[src/verilog/tsi_pkg.sv]
package tsi_pkg;

    // ----------------------------------------
    // input counts and function codes
    // ----------------------------------------
    localparam int TSI_N_BUILTIN = 6;
    localparam int TSI_N_ADDON = 8;
    localparam int TSI_N_IN = 14;
    localparam int TSI_FW = 4;

    typedef enum logic [3:0] {
        TSI_FN_NONE,
        TSI_FN_AUTO_BLOCK,
        TSI_FN_LOAD_TEST,
        TSI_FN_NO_LOAD_TEST,
        TSI_FN_RETURN_PREF,
        TSI_FN_SECOND_PREF,
        TSI_FN_SETTLE_FIRST,
        TSI_FN_SETTLE_SECOND,
        TSI_FN_ALARM_FIRST,
        TSI_FN_ALARM_SECOND,
        TSI_FN_FAULT_FIRST,
        TSI_FN_FAULT_SECOND,
        TSI_FN_HOLD_BACKUP,
        TSI_FN_FORCE_FIRST,
        TSI_FN_FORCE_SECOND,
        TSI_FN_FAULT_CLEAR
    } tsi_fn_t;
    localparam logic [3:0] TSI_FN_SHED_SKIP = 4'h0;

    // ----------------------------------------
    // register map (byte addresses)
    // ----------------------------------------
    localparam logic [11:0] TSI_OFF_POL = 12'h000;
    localparam logic [11:0] TSI_OFF_CFG = 12'h004;
    localparam logic [11:0] TSI_OFF_FN_LO = 12'h008;
    localparam logic [11:0] TSI_OFF_FN_HI = 12'h00c;
    localparam logic [11:0] TSI_OFF_CMD = 12'h010;
    localparam logic [11:0] TSI_OFF_ACT = 12'h014;
    localparam logic [11:0] TSI_OFF_STAT = 12'h018;
    localparam logic [11:0] TSI_OFF_RAW = 12'h01c;

    // cfg fields
    localparam int TSI_CFG_RET_EN = 0;
    localparam int TSI_CFG_PREF2 = 1;
    localparam int TSI_CFG_SHED_OUT = 2;
    localparam int TSI_CFG_SHED_SKIP_SEL = 3;
    // cmd fields (write one)
    localparam int TSI_CMD_RETRANSFER_COMMAND = 0;
    localparam int TSI_CMD_FLT_CLR = 1;

    localparam logic [13:0] TSI_POL_RST = 14'h0000;
    localparam logic [3:0] TSI_CFG_RST = 4'h0;
    localparam logic [31:0] TSI_FN_RST = 32'h0000_0000;

    // ----------------------------------------
    // carriers
    // ----------------------------------------
    typedef struct packed {
        logic [13:0] pol;
        logic [3:0] cfg;
        logic [63:0] fn;
        logic [1:0] flt_lat;
        logic [1:0] sel_seen_man;
        logic [31:0] prdata;
        logic pready;
    } tsi_state_t;

    typedef struct packed {
        logic gen_start;
        logic pos_cmd_en;
        logic go_zero;
        logic hold_second;
        logic block_to_second;
        logic retransfer_hold;
        logic retransfer_command;
        logic second_preferred;
        logic skip_settle_first;
        logic skip_settle_second;
        logic first_avail;
        logic second_avail;
        logic skip_shed_delay;
        logic shed_before_transfer_output;
        logic fault_led_flash;
        logic [1:0] alarm_code;
        logic [1:0] fault_code;
        logic product_available;
    } tsi_act_t;

endpackage
[src/verilog/tsi_inputs.sv]
`timescale 1ns/10ps
module tsi_inputs (
    // clock and reset
    input wire logic core_clk,
    input wire logic rst,
    // apb slave
    input wire logic psel,
    input wire logic penable,
    input wire logic pwrite,
    input wire logic [11:0] paddr,
    input wire logic [31:0] pwdata,
    output logic [31:0] prdata,
    output logic pready,
    output logic pslverr,
    // contacts, 1 = closed
    input wire logic [tsi_pkg::TSI_N_IN-1:0] contact_closed,
    // sequencer status
    input wire logic first_lost,
    input wire logic seq_transfer_request,
    input wire logic seq_to_backup,
    input wire logic internal_load_test,
    input wire logic automatic_selector_position,
    input wire logic controller_ok,
    input wire logic first_sensed_avail,
    input wire logic second_sensed_avail,
    // actions to sequencer
    output tsi_pkg::tsi_act_t act
);
    import tsi_pkg::*;

    // ----------------------------------------
    // polarity and function decode
    // ----------------------------------------
    tsi_state_t st_ff, nxt_st;
    logic [TSI_N_IN-1:0] in_active;
    logic [15:0] fn_hit;
    logic shed_skip_ok;
    logic apb_wr, apb_rd;

    assign in_active = contact_closed ^ st_ff.pol;

    // any input mapped to a function may trigger it
    always_comb begin
        fn_hit = 16'h0000;
        for (int i = 0; i < TSI_N_IN; i++) begin
            if (in_active[i]) begin
                fn_hit[st_ff.fn[i*4 +: 4]] = 1'b1;
            end
        end
    end

    // skip on code zero only when the shed output is assigned and selected
    assign shed_skip_ok = st_ff.cfg[TSI_CFG_SHED_OUT] & st_ff.cfg[TSI_CFG_SHED_SKIP_SEL];

    // ----------------------------------------
    // action outputs
    // ----------------------------------------
    logic any_fault, any_alarm, ext_load_test, on_load;
    assign any_fault = |st_ff.flt_lat;
    assign any_alarm = fn_hit[TSI_FN_ALARM_FIRST] | fn_hit[TSI_FN_ALARM_SECOND];
    assign ext_load_test = fn_hit[TSI_FN_LOAD_TEST];
    assign on_load = ext_load_test | internal_load_test;

    always_comb begin
        act.gen_start = first_lost | on_load | fn_hit[TSI_FN_NO_LOAD_TEST];
        act.pos_cmd_en = ~fn_hit[TSI_FN_AUTO_BLOCK];
        act.go_zero = any_fault;
        act.hold_second = on_load & fn_hit[TSI_FN_HOLD_BACKUP];
        act.block_to_second = fn_hit[TSI_FN_NO_LOAD_TEST] & ~ext_load_test;
        act.retransfer_hold = ext_load_test;
        act.retransfer_command = fn_hit[TSI_FN_RETURN_PREF] & st_ff.cfg[TSI_CFG_RET_EN];
        act.second_preferred = fn_hit[TSI_FN_SECOND_PREF] | st_ff.cfg[TSI_CFG_PREF2];
        act.skip_settle_first = fn_hit[TSI_FN_SETTLE_FIRST];
        act.skip_settle_second = fn_hit[TSI_FN_SETTLE_SECOND];
        act.first_avail = first_sensed_avail | fn_hit[TSI_FN_FORCE_FIRST];
        act.second_avail = second_sensed_avail | fn_hit[TSI_FN_FORCE_SECOND];
        act.skip_shed_delay = shed_skip_ok & fn_hit[TSI_FN_SHED_SKIP];
        act.shed_before_transfer_output = st_ff.cfg[TSI_CFG_SHED_OUT] & seq_transfer_request
            & seq_to_backup & ~act.skip_shed_delay;
        act.fault_led_flash = any_fault | any_alarm;
        act.alarm_code = {fn_hit[TSI_FN_ALARM_SECOND], fn_hit[TSI_FN_ALARM_FIRST]};
        act.fault_code = st_ff.flt_lat;
        act.product_available = controller_ok & ~any_fault & ~any_alarm
            & ~fn_hit[TSI_FN_AUTO_BLOCK];
    end

    // ----------------------------------------
    // apb and state update
    // ----------------------------------------
    assign apb_wr = psel & penable & pwrite;
    assign apb_rd = psel & ~penable & ~pwrite;

    always_comb begin
        logic clr;
        logic sel_cycle;
        clr = 1'b0;
        sel_cycle = 1'b0;
        nxt_st = st_ff;
        nxt_st.pready = psel & ~penable;
        if (apb_wr) begin
            case (paddr)
                TSI_OFF_POL: nxt_st.pol = pwdata[13:0];
                TSI_OFF_CFG: nxt_st.cfg = pwdata[3:0];
                TSI_OFF_FN_LO: nxt_st.fn[31:0] = pwdata;
                TSI_OFF_FN_HI: nxt_st.fn[63:32] = {8'h00, pwdata[23:0]};
                TSI_OFF_CMD: clr = pwdata[TSI_CMD_FLT_CLR];
                default: ;
            endcase
        end
        if (apb_rd) begin
            case (paddr)
                TSI_OFF_POL: nxt_st.prdata = {18'h0_0000, st_ff.pol};
                TSI_OFF_CFG: nxt_st.prdata = {28'h000_0000, st_ff.cfg};
                TSI_OFF_FN_LO: nxt_st.prdata = st_ff.fn[31:0];
                TSI_OFF_FN_HI: nxt_st.prdata = st_ff.fn[63:32];
                TSI_OFF_ACT: nxt_st.prdata = {16'h0000, fn_hit};
                TSI_OFF_STAT: nxt_st.prdata = {26'h000_0000, act.product_available,
                    act.alarm_code, st_ff.flt_lat, 1'b0} >> 1;
                TSI_OFF_RAW: nxt_st.prdata = {18'h0_0000, in_active};
                default: nxt_st.prdata = 32'h0000_0000;
            endcase
        end
        // selector cycle auto -> manual -> auto clears faults
        nxt_st.sel_seen_man[0] = ~automatic_selector_position;
        sel_cycle = st_ff.sel_seen_man[0] & automatic_selector_position;
        // bit 1 keeps the last fault-clear level for edge detection
        nxt_st.sel_seen_man[1] = fn_hit[TSI_FN_FAULT_CLEAR];
        clr = clr | sel_cycle | (fn_hit[TSI_FN_FAULT_CLEAR] & ~st_ff.sel_seen_man[1]);
        // an active fault input, new or held, wins over a clear
        for (int s = 0; s < 2; s++) begin
            if (fn_hit[TSI_FN_FAULT_FIRST + s]) begin
                nxt_st.flt_lat[s] = 1'b1;
            end else if (clr) begin
                nxt_st.flt_lat[s] = 1'b0;
            end
        end
    end

    always_ff @(posedge core_clk) begin
        if (rst) begin
            st_ff <= '{pol: TSI_POL_RST, cfg: TSI_CFG_RST, fn: {TSI_FN_RST, TSI_FN_RST},
                       flt_lat: 2'b00, sel_seen_man: 2'b00, prdata: 32'h0000_0000,
                       pready: 1'b0};
        end else begin
            st_ff <= nxt_st;
        end
    end

    assign prdata = st_ff.prdata;
    assign pready = psel & penable & st_ff.pready;
    assign pslverr = 1'b0;
endmodule

[config.mk]
export PLATFORM = sky130hd
export DESIGN_NAME = tsi_inputs
export DESIGN_NICKNAME = d
export VERILOG_FILES = /design/src/verilog/tsi_pkg.sv /design/src/verilog/tsi_inputs.sv
export SDC_FILE = /design/constraint.sdc
export NUM_CORES = 1
export LEC_CHECK = 0
export BUFFER_PORTS_ARGS = -buffer_cell sky130_fd_sc_hd__buf_2
export CORE_MARGIN = 3
export CORE_UTILIZATION = 52
export CTS_CLUSTER_DIAMETER = 60
export DETAILED_ROUTE_END_ITERATION = 10
export GPL_TIMING_DRIVEN = 0
export PLACE_DENSITY = 0.77
export SETUP_SLACK_MARGIN = 0.02
export SLEW_MARGIN = 20
export SYNTH_ARGS = -nofsm -noshare
export SYNTH_HDL_FRONTEND = slang
export SYNTH_SLANG_ARGS = --single-unit
[constraint.sdc]
create_clock -name core_clk -period 2.25 [get_ports core_clk]
set_input_delay 0.225 -clock core_clk [delete_from_list [all_inputs] [get_ports core_clk]]
set_output_delay 0.225 -clock core_clk [all_outputs]
set_load 0.05 [all_outputs]
# Word level (Yosys, flattened, before mapping)
# Index checks and enable logic that the tools add are counted.
# totals
regBits	111
latchBits	0
ram_bits	0
romBits	0
memories	0
# op_classes
add_sub_neg	0
n_mul	0
div	0
order_cmp	28
n_eq_ne	7
shift	0
mux	48
bitwise	51
n_reduce_logical	22
# ops
cell	n
2-to-1 mux 16 bit	14
case mux 32 bit (7 select lines)	1
OR 16 bit	13
< comparator 4 x 5 -> 1 bit (second input constant)	14
demux 1 bit (select 4 bit)	14
>= comparator 4 x 1 -> 1 bit (second input constant)	14
equality test 12 x 5 -> 1 bit (second input constant)	4
equality test 12 x 4 -> 1 bit (second input constant)	2
2-to-1 mux 1 bit	19
AND 1 bit	18
logical AND 1 bit	14
bitwise XOR 14 bit	1
equality test 12 x 3 -> 1 bit (second input constant)	1
logical NOT 12 bit	1
OR 1 bit	10
inverter 1 bit	9
AND reduction 2 bit	4
nonzero test 2 bit	2
OR reduction 2 bit	1

# Depth between registers and ports, before layout
# logic_depth
word_depth	36
mapped_depth	11

# Worst setup path after synthesis
# OpenSTA, ideal clock, no wires.
# synth_path
path_type	register to output
from	register st_ff[117] (netlist bit)
to	output act[0] (netlist bit)
arrival_ps	3204
setup_slack_ps	-1179
path_stages_with_launch	8
path_buffers	1
path_cell_list	dfxtp_1 xnor2_1 nor3_1 nor4_1 nand4_1 or2_2 clkbuf_1 nor4_1
# synth_rtl
item	line	source
start, declared	tsi_inputs.sv:34	tsi_state_t st_ff, nxt_st;
start signal, assigned	tsi_inputs.sv:141	st_ff <= '{pol: TSI_POL_RST, cfg: TSI_CFG_RST, fn: {TSI_FN_RST, TSI_FN_RST},
start signal, assigned	tsi_inputs.sv:145	st_ff <= nxt_st;
end, declared	tsi_inputs.sv:27	output tsi_pkg::tsi_act_t act

==> key figures <==
Finish
  – Final cell count without fillers: around 1,500
  – Area delta synth->final: 49.23%
  – Layout cells sized above 1: 0.4228
  – Most common cell after layout, fill and taps aside: nand2_1
  – Fill count: around 870
  – Final #Nets: 1,355
  – Commonest cells after routing, fill and taps aside: nand2_1, buf_2, buf_4, a21oi_1, nor2_1

Place
  – Cell Count Post-Placement: 1,371
  – PortBufs: between 100 and 150
  – Hpwl dp: 28,730 um
  – Place WS: -1.107 ns
  – GP Congestion: around 1.2

Global routing
  – First-pass GRT wire length: just under 60,000 um
  – Largest net degree at the start of global routing: 21
  – Global-route usage over all layers: 0.4764
  – Vias in the first global route: 9,783
  – Initial antenna violation count: 5
  – GR Overflow Total: 0

STA
  – # setup viols final: between 50 and 60
  – Final Skew: roughly 0.014 ns
  – Final hold vios: 0
  – Max Slew Vio Count: 0
  – Final Cycle Share: 1.327
  – Worst Hold Margin: between 0.003 and 0.004 ns
  – Slew HR: 0.2781
  – Fin Setup TNS: -11.54 ns
  – Tmin final: 2.985 ns
  – Max Clk Rate: 335.0 MHz
  – Worst-Margin Slew: approximately 1.1 ns
  – Worst setup margin: -0.7353 ns
  – RSZ-0062 raised after global routing: yes

Floorplanning
  – Num rows: 43
  – Starting density of the core: 0.5443
  – Die Height: between 100 and 150 um
  – Die Wd: about 130 um
  – Die area: between 0.015 and 0.02 sq mm
  – Top-Level Pins: 125
  – Core ar.: about 0.014 sq mm

Pwr
  – VDD IR max: 0.0004144 V
  – Pleak: 4.236 nW
  – Total power: about 4.2 mW
  – Power density cells: roughly 370 mW/mm^2

Clock network
  – Worst skew pair latency: around 0.38 ns
  – CTS tree: yes
  – CTS max path bufs: 2
  – CTS Buf Count: 9
  – CTS root buf: clkbuf_16
  – CTS clk-pin slew, worst paths: 0.09 ns
  – Hold_buf cts: 0
  – Clk sinks: roughly 110
  – # H-tree levels: 3

Yosys
  – Number of enable flip-flop cells after synthesis: 0
  – Async SR Flop Fraction: 0
  – Post-synth cell types: 72
  – Net Count, Synth: roughly 1,100
  – Synth Flop Type: dfxtp_1
  – Post-Syn Area: between 0.007 and 0.008 sq mm
  – Register bit total from synthesis: 111
  – Post-Synthesis Cells: roughly 1,100
  – Seq/Total Area, Yosys: 0.2874
  – Average instance area after synthesis: 7.239 sq um
  – Yosys Warn Count: 0

Critical path
  – CP arrival: ~2.8 ns
  – Crit. End Element: primary output
  – Critical Path RT: 2.03 ns
  – Max FO, Critical Path: 3
  – Startpoint Class: register
  – Critical path type: register to primary output
  – R2R setup slack: -0.27 ns

Route
  – Via-to-Cell Ratio: roughly 7.3
  – Total Wirelength: 41,800 um
  – Initial DRT Pass Iterations: 11
  – Post-DRT Antenna Nets: 0
  – Avg WL per Cell: approximately 28 um
  – Initial detailed-routing violation count: between 2,000 and 2,500
  – Routed vias: 10,702
  – DRC violations left: 34

Status
  – Status: finished with violations
  – Failing checks: DRC, setup timing

Job
  – Max-Cap Viols: 0

Hold path
  – HP Class: primary input to register
registers in the layout, summed over array words and instances, names as in the netlist:
register  cells
st_ff        77
prdata       32
act           2
path summary, 6_finish.rpt:
| path | start | endpoint | cells after the start |
|---|---|---|---|
| worst max-delay path | st_ff[109]$_SDFFE_PP0P_ | act[19] | 8 |
| worst max register to register | st_ff[117]$_SDFFE_PP0P_ | prdata[11]$_SDFFE_PP0P_ | 9 |
| worst min register to register | prdata[26]$_SDFFE_PP0P_ | prdata[26]$_SDFFE_PP0P_ | 2 |
| worst min-delay path | automatic_selector_position | st_ff[33]$_SDFF_PP0_ | 2 |
Yosys cell counts (13+ instances only):
library cell,instances,share of area
mux2i_1,24,0.031
or2_2,13,0.011
nor3_1,67,0.043
nand2_1,179,0.087
dfxtp_1,111,0.29
a21oi_1,98,0.063
xnor2_1,13,0.015
buf_4,42,0.041
nor4_1,16,0.013
o22ai_1,17,0.014
a22oi_1,23,0.022
nor3b_1,18,0.017
clkbuf_1,52,0.025
nand2b_1,35,0.028
or3_1,24,0.019
o32ai_1,16,0.018
nor2_1,79,0.038
o21ai_0,18,0.012
nand3_1,24,0.016
power by group:
group / total [mW] / switching (mW) / internal, mW
clock network: 1.74 / 0.852 / 0.888
registers: 1.94 / 0.000531 / 1.94
logic: 0.540 / 0.322 / 0.218
total: 4.22 / 1.18 / 3.05
metrics by stage:
stage                     utilization  area (sq um)
after floorplan                     -          7966
after global placement         0.6201          8807
after detailed placement       0.6209          8820
after CTS                      0.7567         10750
after global routing           0.8123         11540
final                          0.8123         11540
critical path, cell delays in order (launching register included):
cell	delay, ns
dfxtp_4	0.37
xnor2_4	0.30
or3_4	0.24
buf_6	0.11
o22ai_4	0.06
nor4_4	0.45
nand3_2	0.15
or4_4	0.52
buf_8	0.17
logic make-up (layout without fill, tap and decap cells):
group,count (synthesis),in the layout,synth area share
buffers and inverters,125,346,0.08788
other,1,2,0.0004850
AOI/OAI and AO/OA,273,273,0.2371
and+or+nand+nor,513,513,0.3302
DFF,111,111,0.2874
muxes,26,26,0.03544
xor gates and xnor gates,19,19,0.02152
metal layers:
metal,part of all wire,global-route usage,wire length (um)
met5,0.00096,0,40
met4,0.088,0.2853,3681
met3,0.17,0.1942,7127
met2,0.41,0.6950,17130
met1,0.33,0.5872,13820
final cells by class:
class,instances,area (sq um),share of cell area
Inverter,10,37.54,0.003253
Tap cell,180,225.2,0.01952
Sequential cell,111,2317,0.2008
Clock inverter,6,82.58,0.007158
Multi-Input combinational cell,832,6300,0.5460
Clock buffer,10,229.0,0.01985
Buffer,93,630.6,0.05466
Antenna cell,1,2.502,0.0002169
Timing Repair Buffer,227,1713,0.1485
repair_timing:
| item | CTS | global route |
|---|---|---|
| resized for setup | 261 | 128 |
| pin swaps | 60 | 56 |
| setup endpoints to repair | 109 | 85 |
| buffers inserted | 67 | 44 |
Note: power is estimated with default switching activity, not from simulation.
